==> config.mk <==
export PLATFORM = sky130hd
export DESIGN_NAME = srq_regs
export DESIGN_NICKNAME = d
export VERILOG_FILES = /design/src/inc/srq_pkg.sv /design/src/srq_regs.sv
export SDC_FILE = /design/constraint.sdc
export NUM_CORES = 1
export LEC_CHECK = 0
export ABC_AREA = 1
export BUFFER_PORTS_ARGS = -buffer_cell sky130_fd_sc_hd__buf_2
export CAP_MARGIN = 20
export CORE_ASPECT_RATIO = 1.75
export CORE_MARGIN = 2
export CORE_UTILIZATION = 33
export CTS_BUF_LIST = sky130_fd_sc_hd__clkbuf_4
export CTS_CLUSTER_DIAMETER = 80
export DETAILED_ROUTE_END_ITERATION = 6
export PLACE_DENSITY = 0.69
export RECOVER_POWER = 25
export SETUP_SLACK_MARGIN = 0.02
export SYNTH_ARGS = -nofsm -noshare
export SYNTH_HDL_FRONTEND = slang
export SYNTH_SLANG_ARGS = --single-unit
==> constraint.sdc <==
create_clock -name i_clk -period 1.87 [get_ports i_clk]
set_input_delay 0.187 -clock i_clk [delete_from_list [all_inputs] [get_ports i_clk]]
set_output_delay 0.187 -clock i_clk [all_outputs]
set_load 0.01 [all_outputs]
==> src/inc/srq_pkg.sv <==
// Constants for the distribution sync, reset strobe and IRQ clearing register group.
// Assumes an APB slave with 32-bit data; each register takes one aligned word.
package srq_pkg;

  // ************************************************************
  // Register indices and byte addresses
  // ************************************************************
  localparam int unsigned    ADDR_W           = 16;
  localparam logic [11:0]    IDX_SYNC_CTRL    = 12'ha02;
  localparam logic [11:0]    IDX_RST_STROBES  = 12'ha03;
  localparam logic [11:0]    IDX_IRQ_CLR_CLK  = 12'ha04;
  localparam logic [11:0]    IDX_IRQ_CLR_MISC = 12'ha05;
  // Byte address is four times the index
  localparam logic [15:0]    ADDR_SYNC_CTRL    = {2'h0, IDX_SYNC_CTRL, 2'h0};
  localparam logic [15:0]    ADDR_RST_STROBES  = {2'h0, IDX_RST_STROBES, 2'h0};
  localparam logic [15:0]    ADDR_IRQ_CLR_CLK  = {2'h0, IDX_IRQ_CLR_CLK, 2'h0};
  localparam logic [15:0]    ADDR_IRQ_CLR_MISC = {2'h0, IDX_IRQ_CLR_MISC, 2'h0};

  // ************************************************************
  // Field positions and reset values
  // ************************************************************
  localparam logic [7:0]     SYNC_CTRL_RESET  = 8'h00;
  localparam logic [7:0]     SYNC_CTRL_WMASK  = 8'h02;
  localparam int unsigned    SYNC_SOFT_BIT    = 1;

  localparam int unsigned    RST_LOOP_FILTER  = 6;
  localparam int unsigned    RST_COMB_FILTER  = 5;
  localparam int unsigned    RST_AUTO_SYNC    = 3;
  localparam int unsigned    RST_FW_HISTORY   = 2;
  localparam int unsigned    RST_WIPE_ALL     = 1;
  localparam int unsigned    RST_WDOG         = 0;

  // Clock status clearing: 5 ref clk unlocked, 4 locked, 3 loop unlocked,
  // 2 loop locked, 1 calibration done, 0 calibration begun
  localparam int unsigned    CLR_CLK_W        = 6;
  localparam logic [5:0]     CLR_CLK_ALL      = 6'h3f;
  // Misc clearing: 4 pin program end, 3 dist sync, 2 watchdog, 1 nvm fault, 0 nvm done
  localparam int unsigned    CLR_MISC_W       = 5;
  localparam logic [4:0]     CLR_MISC_ALL     = 5'h1f;

  localparam int unsigned    WDOG_W           = 16;
  localparam logic [15:0]    WDOG_CNT_RESET   = 16'h0000;

endpackage : srq_pkg

==> src/srq_regs.sv <==
// Distribution sync control, self-clearing reset strobes and IRQ clearing registers.
// Assumes an APB master on i_clk; all strobe consumers and the watchdog period
// source sit in the same clock domain.
`timescale 1ns/100ps

module srq_regs (
  input  wire logic                  i_clk,
  input  wire logic                  i_rst_n,
  input  wire logic [15:0]           i_paddr,
  input  wire logic                  i_psel,
  input  wire logic                  i_penable,
  input  wire logic                  i_pwrite,
  input  wire logic [31:0]           i_pwdata,
  input  wire logic [3:0]            i_pstrb,
  output logic      [31:0]           o_prdata,
  output logic                       o_pready,
  output logic                       o_pslverr,
  input  wire logic [15:0]           i_wdog_period,
  output logic                       o_dist_stall,
  output logic                       o_dist_sync_start,
  output logic                       o_dist_restart,
  output logic                       o_loop_filter_wipe,
  output logic                       o_comb_filter_wipe,
  output logic                       o_auto_sync_reset,
  output logic                       o_frequency_word_history_reset,
  output logic                       o_interrupt_flags_wipe_all,
  output logic                       o_wdog_timeout,
  output logic      [5:0]            o_irq_clr_clock,
  output logic      [4:0]            o_irq_clr_misc
);

  // ************************************************************
  // Bus decode
  // ************************************************************
  wire        sel_sync   = (i_paddr == srq_pkg::ADDR_SYNC_CTRL);
  wire        sel_rst    = (i_paddr == srq_pkg::ADDR_RST_STROBES);
  wire        sel_clk    = (i_paddr == srq_pkg::ADDR_IRQ_CLR_CLK);
  wire        sel_misc   = (i_paddr == srq_pkg::ADDR_IRQ_CLR_MISC);
  wire        mapped     = sel_sync | sel_rst | sel_clk | sel_misc;
  wire        access     = i_psel & i_penable;
  wire        setup      = i_psel & ~i_penable;
  // Only byte lane 0 carries data; a write with lane 0 disabled changes nothing
  wire        wr_en      = access & i_pwrite & mapped & i_pstrb[0];
  wire [7:0]  wbyte      = i_pwdata[7:0];
  wire        wr_rst     = wr_en & sel_rst;

  logic [7:0]  sync_q;
  logic [7:0]  sync_d;
  logic [31:0] prdata_q;
  logic [31:0] prdata_d;

  // Zero wait states: every access completes in its first access cycle
  assign o_pready  = 1'b1;
  assign o_pslverr = access & ~mapped;

  // Strobe registers read back zero; only sync control holds state
  assign prdata_d  = (setup & ~i_pwrite & sel_sync) ? {24'h0, sync_q} : 32'h0;

  // ************************************************************
  // Distribution sync control
  // ************************************************************
  // Only the soft sync bit is writable; the rest stay at reset value
  assign sync_d = (wr_en & sel_sync) ?
                  ((wbyte & srq_pkg::SYNC_CTRL_WMASK) |
                   (srq_pkg::SYNC_CTRL_RESET & ~srq_pkg::SYNC_CTRL_WMASK)) : sync_q;

  wire soft_now  = sync_q[srq_pkg::SYNC_SOFT_BIT];
  wire soft_next = sync_d[srq_pkg::SYNC_SOFT_BIT];

  always_ff @(posedge i_clk or negedge i_rst_n) begin
    if (!i_rst_n) begin
      sync_q   <= srq_pkg::SYNC_CTRL_RESET;
      prdata_q <= 32'h0;
    end else begin
      sync_q   <= sync_d;
      prdata_q <= prdata_d;
    end
  end

  assign o_prdata     = prdata_q;
  // Stall tracks the stored bit so outputs hold as long as it reads one
  assign o_dist_stall = soft_now;

  logic start_q;
  logic restart_q;
  always_ff @(posedge i_clk or negedge i_rst_n) begin
    if (!i_rst_n) begin
      start_q   <= 1'b0;
      restart_q <= 1'b0;
    end else begin
      start_q   <= ~soft_now & soft_next;
      restart_q <= soft_now & ~soft_next;
    end
  end
  assign o_dist_sync_start = start_q;
  assign o_dist_restart    = restart_q;

  // ************************************************************
  // Self-clearing strobes
  // ************************************************************
  // Each strobe lives for one cycle after the write; nothing needs a zero write
  wire [7:0] rst_d  = wr_rst ? wbyte : 8'h00;
  wire       wipe_d = rst_d[srq_pkg::RST_WIPE_ALL];

  // Wipe all ORs a full set of ones into every clearing lane
  wire [5:0] clk_d  = ((wr_en & sel_clk) ? wbyte[5:0] : 6'h00) |
                      (wipe_d ? srq_pkg::CLR_CLK_ALL : 6'h00);
  wire [4:0] misc_d = ((wr_en & sel_misc) ? wbyte[4:0] : 5'h00) |
                      (wipe_d ? srq_pkg::CLR_MISC_ALL : 5'h00);

  logic [7:0] rst_q;
  logic [5:0] clk_q;
  logic [4:0] misc_q;

  always_ff @(posedge i_clk or negedge i_rst_n) begin
    if (!i_rst_n) begin
      rst_q  <= 8'h00;
      clk_q  <= 6'h00;
      misc_q <= 5'h00;
    end else begin
      rst_q  <= rst_d;
      clk_q  <= clk_d;
      misc_q <= misc_d;
    end
  end

  assign o_loop_filter_wipe             = rst_q[srq_pkg::RST_LOOP_FILTER];
  assign o_comb_filter_wipe             = rst_q[srq_pkg::RST_COMB_FILTER];
  assign o_auto_sync_reset              = rst_q[srq_pkg::RST_AUTO_SYNC];
  assign o_frequency_word_history_reset = rst_q[srq_pkg::RST_FW_HISTORY];
  assign o_interrupt_flags_wipe_all     = rst_q[srq_pkg::RST_WIPE_ALL];
  assign o_irq_clr_clock                = clk_q;
  assign o_irq_clr_misc                 = misc_q;

  // ************************************************************
  // Watchdog timer
  // ************************************************************
  // Counts clock cycles; a period of zero disables it. A kick wins over an
  // expiry in the same cycle, which is what lets software suppress timeouts.
  wire        kick     = rst_q[srq_pkg::RST_WDOG];
  logic [15:0] wcnt_q;
  logic        tmo_q;
  wire        wdog_on  = (i_wdog_period != 16'h0000);
  wire        expire   = wdog_on & (wcnt_q == (i_wdog_period - 16'h0001));
  wire        tmo_d    = expire & ~kick;
  wire [15:0] wcnt_d   = (kick | expire | ~wdog_on) ? srq_pkg::WDOG_CNT_RESET :
                         (wcnt_q + 16'h0001);

  always_ff @(posedge i_clk or negedge i_rst_n) begin
    if (!i_rst_n) begin
      wcnt_q <= srq_pkg::WDOG_CNT_RESET;
      tmo_q  <= 1'b0;
    end else begin
      wcnt_q <= wcnt_d;
      tmo_q  <= tmo_d;
    end
  end
  assign o_wdog_timeout = tmo_q;
endmodule // srq_regs

==> results of run 1 <==
-- timing repair --
action	in CTS	in global routing
endpoints found under the hold margin	15	0
endpoints found under the setup margin	0	17
hold buffers	1	0
gates resized for setup	0	10
buffers inserted	0	4
-- metrics by stage --
| step | std cells | util, % | TNS, ns |
|---|---|---|---|
| CTS | 520 | 40.2 | 0 |
| detailed placement | 511 | 38.7 | -0.325 |
| finish | 525 | 41.2 | 0 |
| global route | 525 | 41.2 | 0 |
| floorplan | 385 | - | 0 |
| global placement | 511 | 38.7 | 0 |
-- layout make-up --
cell class              count  share of cell area [%]
clock inverters             3                    2.05
clock buffers               5                    1.20
inverters                  51                    6.14
well taps                  88                    3.53
repair buffers             76                    12.9
flip-flops and latches     38                    30.6
multi-input cells         264                    43.6
-- synth_stat cells --
master    number  area [sq um]
a21oi_1        1          5.00
a31o_2         1          8.76
and3_1         2          12.5
buf_4         32           240
buf_6          1          11.3
conb_1         2          7.51
dfrtp_1       38           951
ha_1           3          37.5
inv_1         51           191
nand2_1       69           259
nand2_2        2          12.5
nand2_4        1          11.3
nand3_1       23           115
nand3b_1       5          37.5
nand4_1        3          18.8
nand4_2        1          12.5
nor2_1        61           229
nor2_2         6          37.5
nor2_4         3          33.8
nor3_1         5          25.0
nor3_2         1          10.0
nor3b_1        1          7.51
nor4_1         4          25.0
o21ai_0       13          65.1
o21bai_1       1          7.51
xnor2_1        7          61.3
xor2_1        18           158
-- power by group through the flow --
stage | Combinational [uW] | Sequential, uW | Clock, uW
floorplan | 332 | 940 | 0
global placement | 402 | 952 | 0
detailed placement | 412 | 955 | 0
CTS | 415 | 939 | 694
global route | 489 | 957 | 735
finish | 427 | 946 | 664
-- worst paths after layout --
path | start | to | slack (ns) | depth (start not counted)
max | wcnt_q[0] | wcnt_q[14] | 0.20 | 9
min | i_paddr[2] | o_prdata[1] | 0.04 | 2
max reg2reg | wcnt_q[0] | wcnt_q[14] | 0.20 | 9
min reg2reg | rst_q[0] | o_wdog_timeout | 0.44 | 1
max in group asynchronous | i_rst_n | wcnt_q[3] | 0.47 | 3
min in group asynchronous | i_rst_n | wcnt_q[12] | 0.49 | 2
-- logic make-up after synthesis --
kind of cell / after synthesis / share of synthesized area (%)
compound gates: 16 / 3.33
xor+xnor: 25 / 8.45
fa+ha+maj: 3 / 1.45
buf+inv: 84 / 17.1
flops: 38 / 36.7
other cells: 2 / 0.290
simple gates: 187 / 32.7
-- registers in the layout (all words and copies together), names as in the netlist --
name,flops
o_dist_restart,1
o_dist_sync_start,1
wcnt_q,16
o_wdog_timeout,1
rst_q,6
sync_q,1
o_irq_clr_clock,6
o_irq_clr_misc,5
o_prdata,1
-- critical path: stages (launching register included) --
cell	delay (ns)
dfrtp_1	0.43
ha_2	0.22
nand3_2	0.09
inv_2	0.08
nand3_2	0.11
nor3_4	0.21
nand4_1	0.16
o21bai_1	0.17
nand2_1	0.07
nor2_1	0.09
-- layer usage --
layer,up-vias,GRT usage (%)
li1,1189,-
met1,1036,12.6
met2,87,29.8
met3,16,2.66
met4,0,7.43
met5,-,0
==> results_dict.tcl, run 1 <==
set metrics [dict create \
    cts_tree "yes" \
    top_layer "met4" \
    hpwlAfterDp_mm 5.07 \
    grt_first_pass_wirelength_mm 9.87 \
    slew_headroom_pct 40.1 \
    ys_types 27 \
    area_delta_synth_final_pct 20.2 \
    dieArea_sq_um 8600 \
    die_width_um 71.0 \
    required_ns 2.14 \
    max_cap_viol_count 0 \
    max-vdd-ir-drop_uv 375 \
    insertion_delay_ns 0.33 \
    placed_area_sq_um 2930 \
    grt_usage_pct 14.5 \
    power_leakage_uw 0.00177 \
    whs_ns 0.0397 \
    antenna_found_initial 0 \
    outcome "complete, no violations" \
    seq_power_share_pct 46.4 \
    fmax_mhz 597 \
    setup_ws_ns 0.196 \
    io_buffers 66 \
    critPathCaptureType "flop" \
    ys_warn_count 0 \
    syn_area_per_cell_sq_um 7.30 \
    hp-class "in -> reg" \
    clk_pin_slew_ns 0.11 \
    num_antenna_cells 0 \
    rsz0062_at_grt "no" \
    start_util_pct 34.2 \
    drive_gt1_share_pct 23.6 \
    wl_met2_mm 3.48 \
    cp-start-kind "flop" \
    arrival_ns 1.94 \
    fin_crit_ns 1.67 \
    hold_viol_final 0 \
    routedWlPerCell_um 11.3 \
    cts_sinks 38 \
    synthesis.area_sq_um 2590 \
    design_area_sq_um 3120 \
    route.antenna.remaining_nets 0 \
    synth-seq-area-share_pct 36.7 \
    clkPwrFrac_pct 32.6 \
    p_int_uw 1450 \
    htreeDepth 2 \
    layout_common_cells "nand2_1 (69), buf_2 (65), nor2_1 (60)" \
    multi_input_area_sq_um 1360 \
    fin_worst_skew_ns 0.0138 \
    clock_path_buffers 2 \
    grt_pass1_vias 2326 \
    final_common_cell "nand2_1" \
    row_count 42 \
    finalPower_uw 2040 \
    met3_length_um 352 \
    crit_type "reg -> reg" \
    cts-root-buf "clkbuf_4" \
    ff_latch_area_sq_um 952 \
    netlist_instances 355 \
    wl_met1_mm 1.90 \
    die_y_um 121 \
    gp_routability_congestion 0.915 \
    routed-via-count 2328 \
    core_sq_um 7570 \
    vias_per_cell 4.43 \
    fin_nets 512 \
    num-fill-cells 810 \
    setup_violations 0 \
    wl_mm 5.95 \
    first_pass_iters 4 \
    combPwrFrac_pct 21.0 \
    drc 0 \
    switchingPower_uw 592 \
    tightest_slew_ns 0.898 \
    cts_buffers 5 \
    slew_viol_final 0 \
    postSynthRegisterBits 38 \
    power_density_nw_per_um2 654 \
    pre_cts_ws_ns -0.0376 \
    crit_path_max_fanout 5 \
    grt_start_max_net_pins 18 \
    p_sw_share_pct 29.0 \
    drt_iter0_markers 55 \
    fin_crit_sh_pct 89.5 \
    grt_overflow_total 0 \
    io_pins 127 \
]
Power figures use the tool's default switching activity.
==> inputs of run 2 (changes only) <==
--- a/config.mk
+++ b/config.mk
@@ -11,7 +11,6 @@
 export CORE_ASPECT_RATIO = 1.75
 export CORE_MARGIN = 2
 export CORE_UTILIZATION = 33
-export CTS_BUF_LIST = sky130_fd_sc_hd__clkbuf_4
 export CTS_CLUSTER_DIAMETER = 80
 export DETAILED_ROUTE_END_ITERATION = 6
 export PLACE_DENSITY = 0.69
==> run 2 against run 1 <==
Compared with the run above:
- register-to-register slack lost 0.03 ns
- setup slack lost 0.026 ns
- core utilization up 1.3 points
- sequential power is essentially flat
- sequential cell count did not move
==> results_dict.tcl, run 2 (synthesis results as in run 1) <==
set metrics [dict create \
    insertion_delay_ns 0.28 \
    grt_overflow_total 0 \
    drive_gt1_share_pct 23.8 \
    cp_common_cell "nand3_2" \
    required_ns 2.08 \
    slew_headroom_pct 40.1 \
    clock_path_buffers 2 \
    die_width_um 71.0 \
    drt_iter0_markers 51 \
    row_count 42 \
    fmax_mhz 589 \
    hpwlAfterDp_mm 5.07 \
    placed_area_sq_um 2930 \
    grt_start_max_net_pins 18 \
    grt_pass1_vias 2339 \
    cp.depth 9 \
    crit_path_max_fanout 5 \
    power_leakage_uw 0.00181 \
    post-route-util_pct 42.5 \
    fin_worst_skew_ns 0.00446 \
    grt_first_pass_wirelength_mm 9.91 \
    grt_usage_pct 14.7 \
    ff2ff_path_depth 9 \
    htreeDepth 2 \
    design_area_sq_um 3210 \
    hold_viol_final 0 \
    critPathCaptureType "flop" \
    path_delay_family "simple AND/OR/NAND/NOR gates" \
    rsz0062_at_grt "no" \
    cts_tree "yes" \
    max-vdd-ir-drop_uv 566 \
    io_pins 127 \
    route.antenna.remaining_nets 0 \
    dp_cells 511 \
    routedWlPerCell_um 11.5 \
    gp_routability_congestion 0.915 \
    power_density_nw_per_um2 771 \
    top_register "wcnt_q" \
    wl_mm 6.03 \
    r2r_end "wcnt_q[14]" \
    io_buffers 66 \
    area_delta_synth_final_pct 24.0 \
    largest_reg_flops 16 \
    dieArea_sq_um 8600 \
    vias_per_cell 4.48 \
    tns_ns 0 \
    die_y_um 121 \
    antenna_found_initial 0 \
    tightest_slew_ns 0.899 \
    fin_crit_sh_pct 90.9 \
    hp-class "in -> reg" \
    fin_nets 512 \
    first_pass_iters 4 \
    worstSetupStartpoint "wcnt_q[0]" \
    finalPower_uw 2480 \
    cp-start-kind "flop" \
    num_antenna_cells 0 \
    crit_type "reg -> reg" \
    outcome "complete, no violations" \
    num-fill-cells 814 \
    layout_common_cells "nand2_1 (69), buf_2 (65), nor2_1 (60)" \
    arrival_ns 1.90 \
    max_cap_viol_count 0 \
    cts_sinks 38 \
    drc 0 \
    start_util_pct 34.2 \
    cp_num_buf_inv 1 \
    crit_end "wcnt_q[14]" \
    worst_r2r_startpoint "wcnt_q[0]" \
    clk_pin_slew_ns 0.05 \
    setup_violations 0 \
    routed-via-count 2352 \
    core_sq_um 7570 \
    slowest_delay_ns 0.41 \
    reg2reg_slack_ns 0.17 \
    stdcell_count 525 \
    cp_cell_sequence "ha_2 > nand3_2 > inv_2 > nand3_2 > nor3_4 > nand4_1 > o21bai_1 > nand2_1 > nor2_1" \
    cts-root-buf "clkbuf_16" \
    cts_buffers 5 \
    fin_crit_ns 1.70 \
    slowest_stage "dfrtp_1" \
    final_common_cell "nand2_1" \
    slew_viol_final 0 \
]
==> run 2: cell count changes in the layout (fill, tap and decap cells not counted), sizes merged <==
cell and delta:
clkbuf +1, clkinv -1
==> run 2: worst min-delay path by stage <==
stage                    start        endpoint  depth (start not counted)
floorplan              i_rst_n  o_dist_restart                          0
global placement       i_rst_n       wcnt_q[9]                          1
detailed placement     i_rst_n      wcnt_q[12]                          1
CTS                 i_paddr[2]     o_prdata[1]                          2
global route        i_paddr[2]     o_prdata[1]                          2
finish              i_paddr[2]     o_prdata[1]                          2
==> run 2: final cells by class <==
cell class	instances	area [sq um]	share of cell area [%]
well taps	88	110	3.43
repair buffers	76	403	12.5
inverters	51	191	5.96
clock buffers	6	139	4.32
multi-input cells	264	1360	42.3
flip-flops and latches	38	952	29.6
clock inverters	2	60.1	1.87
==> run 2: routing by layer <==
metal / share of wire [%] / track usage [%] / vias to the layer above
met3: 6.3 / 2.66 / 21
met5: 0 / 0 / -
met1: 32 / 12.7 / 1041
met4: 4.5 / 8.14 / 0
met2: 57 / 29.9 / 99
li1: - / - / 1191
==> run 2: report_power, final <==
group	internal, uW	switching, uW	total, uW
sequential	876	72.5	948
combinational	160	267	427
clock	800	304	1100
total	1840	643	2480
==> run 2: what timing repair did <==
item | in CTS | in global routing
setup buffers | 0 | 4
hold buffers | 1 | 0
resized for setup | 0 | 10
setup endpoints to repair | 0 | 17
hold endpoints to repair | 15 | 0
==> run 2: through the flow <==
stage	setup slack, ns	hold WS, ns
after floorplan	0.263	-0.109
final	0.171	0.0930
after CTS	0.0522	0.0884
after detailed placement	-0.0376	0.133
after global routing	0.0146	0.0895
after global placement	0.000557	0.129
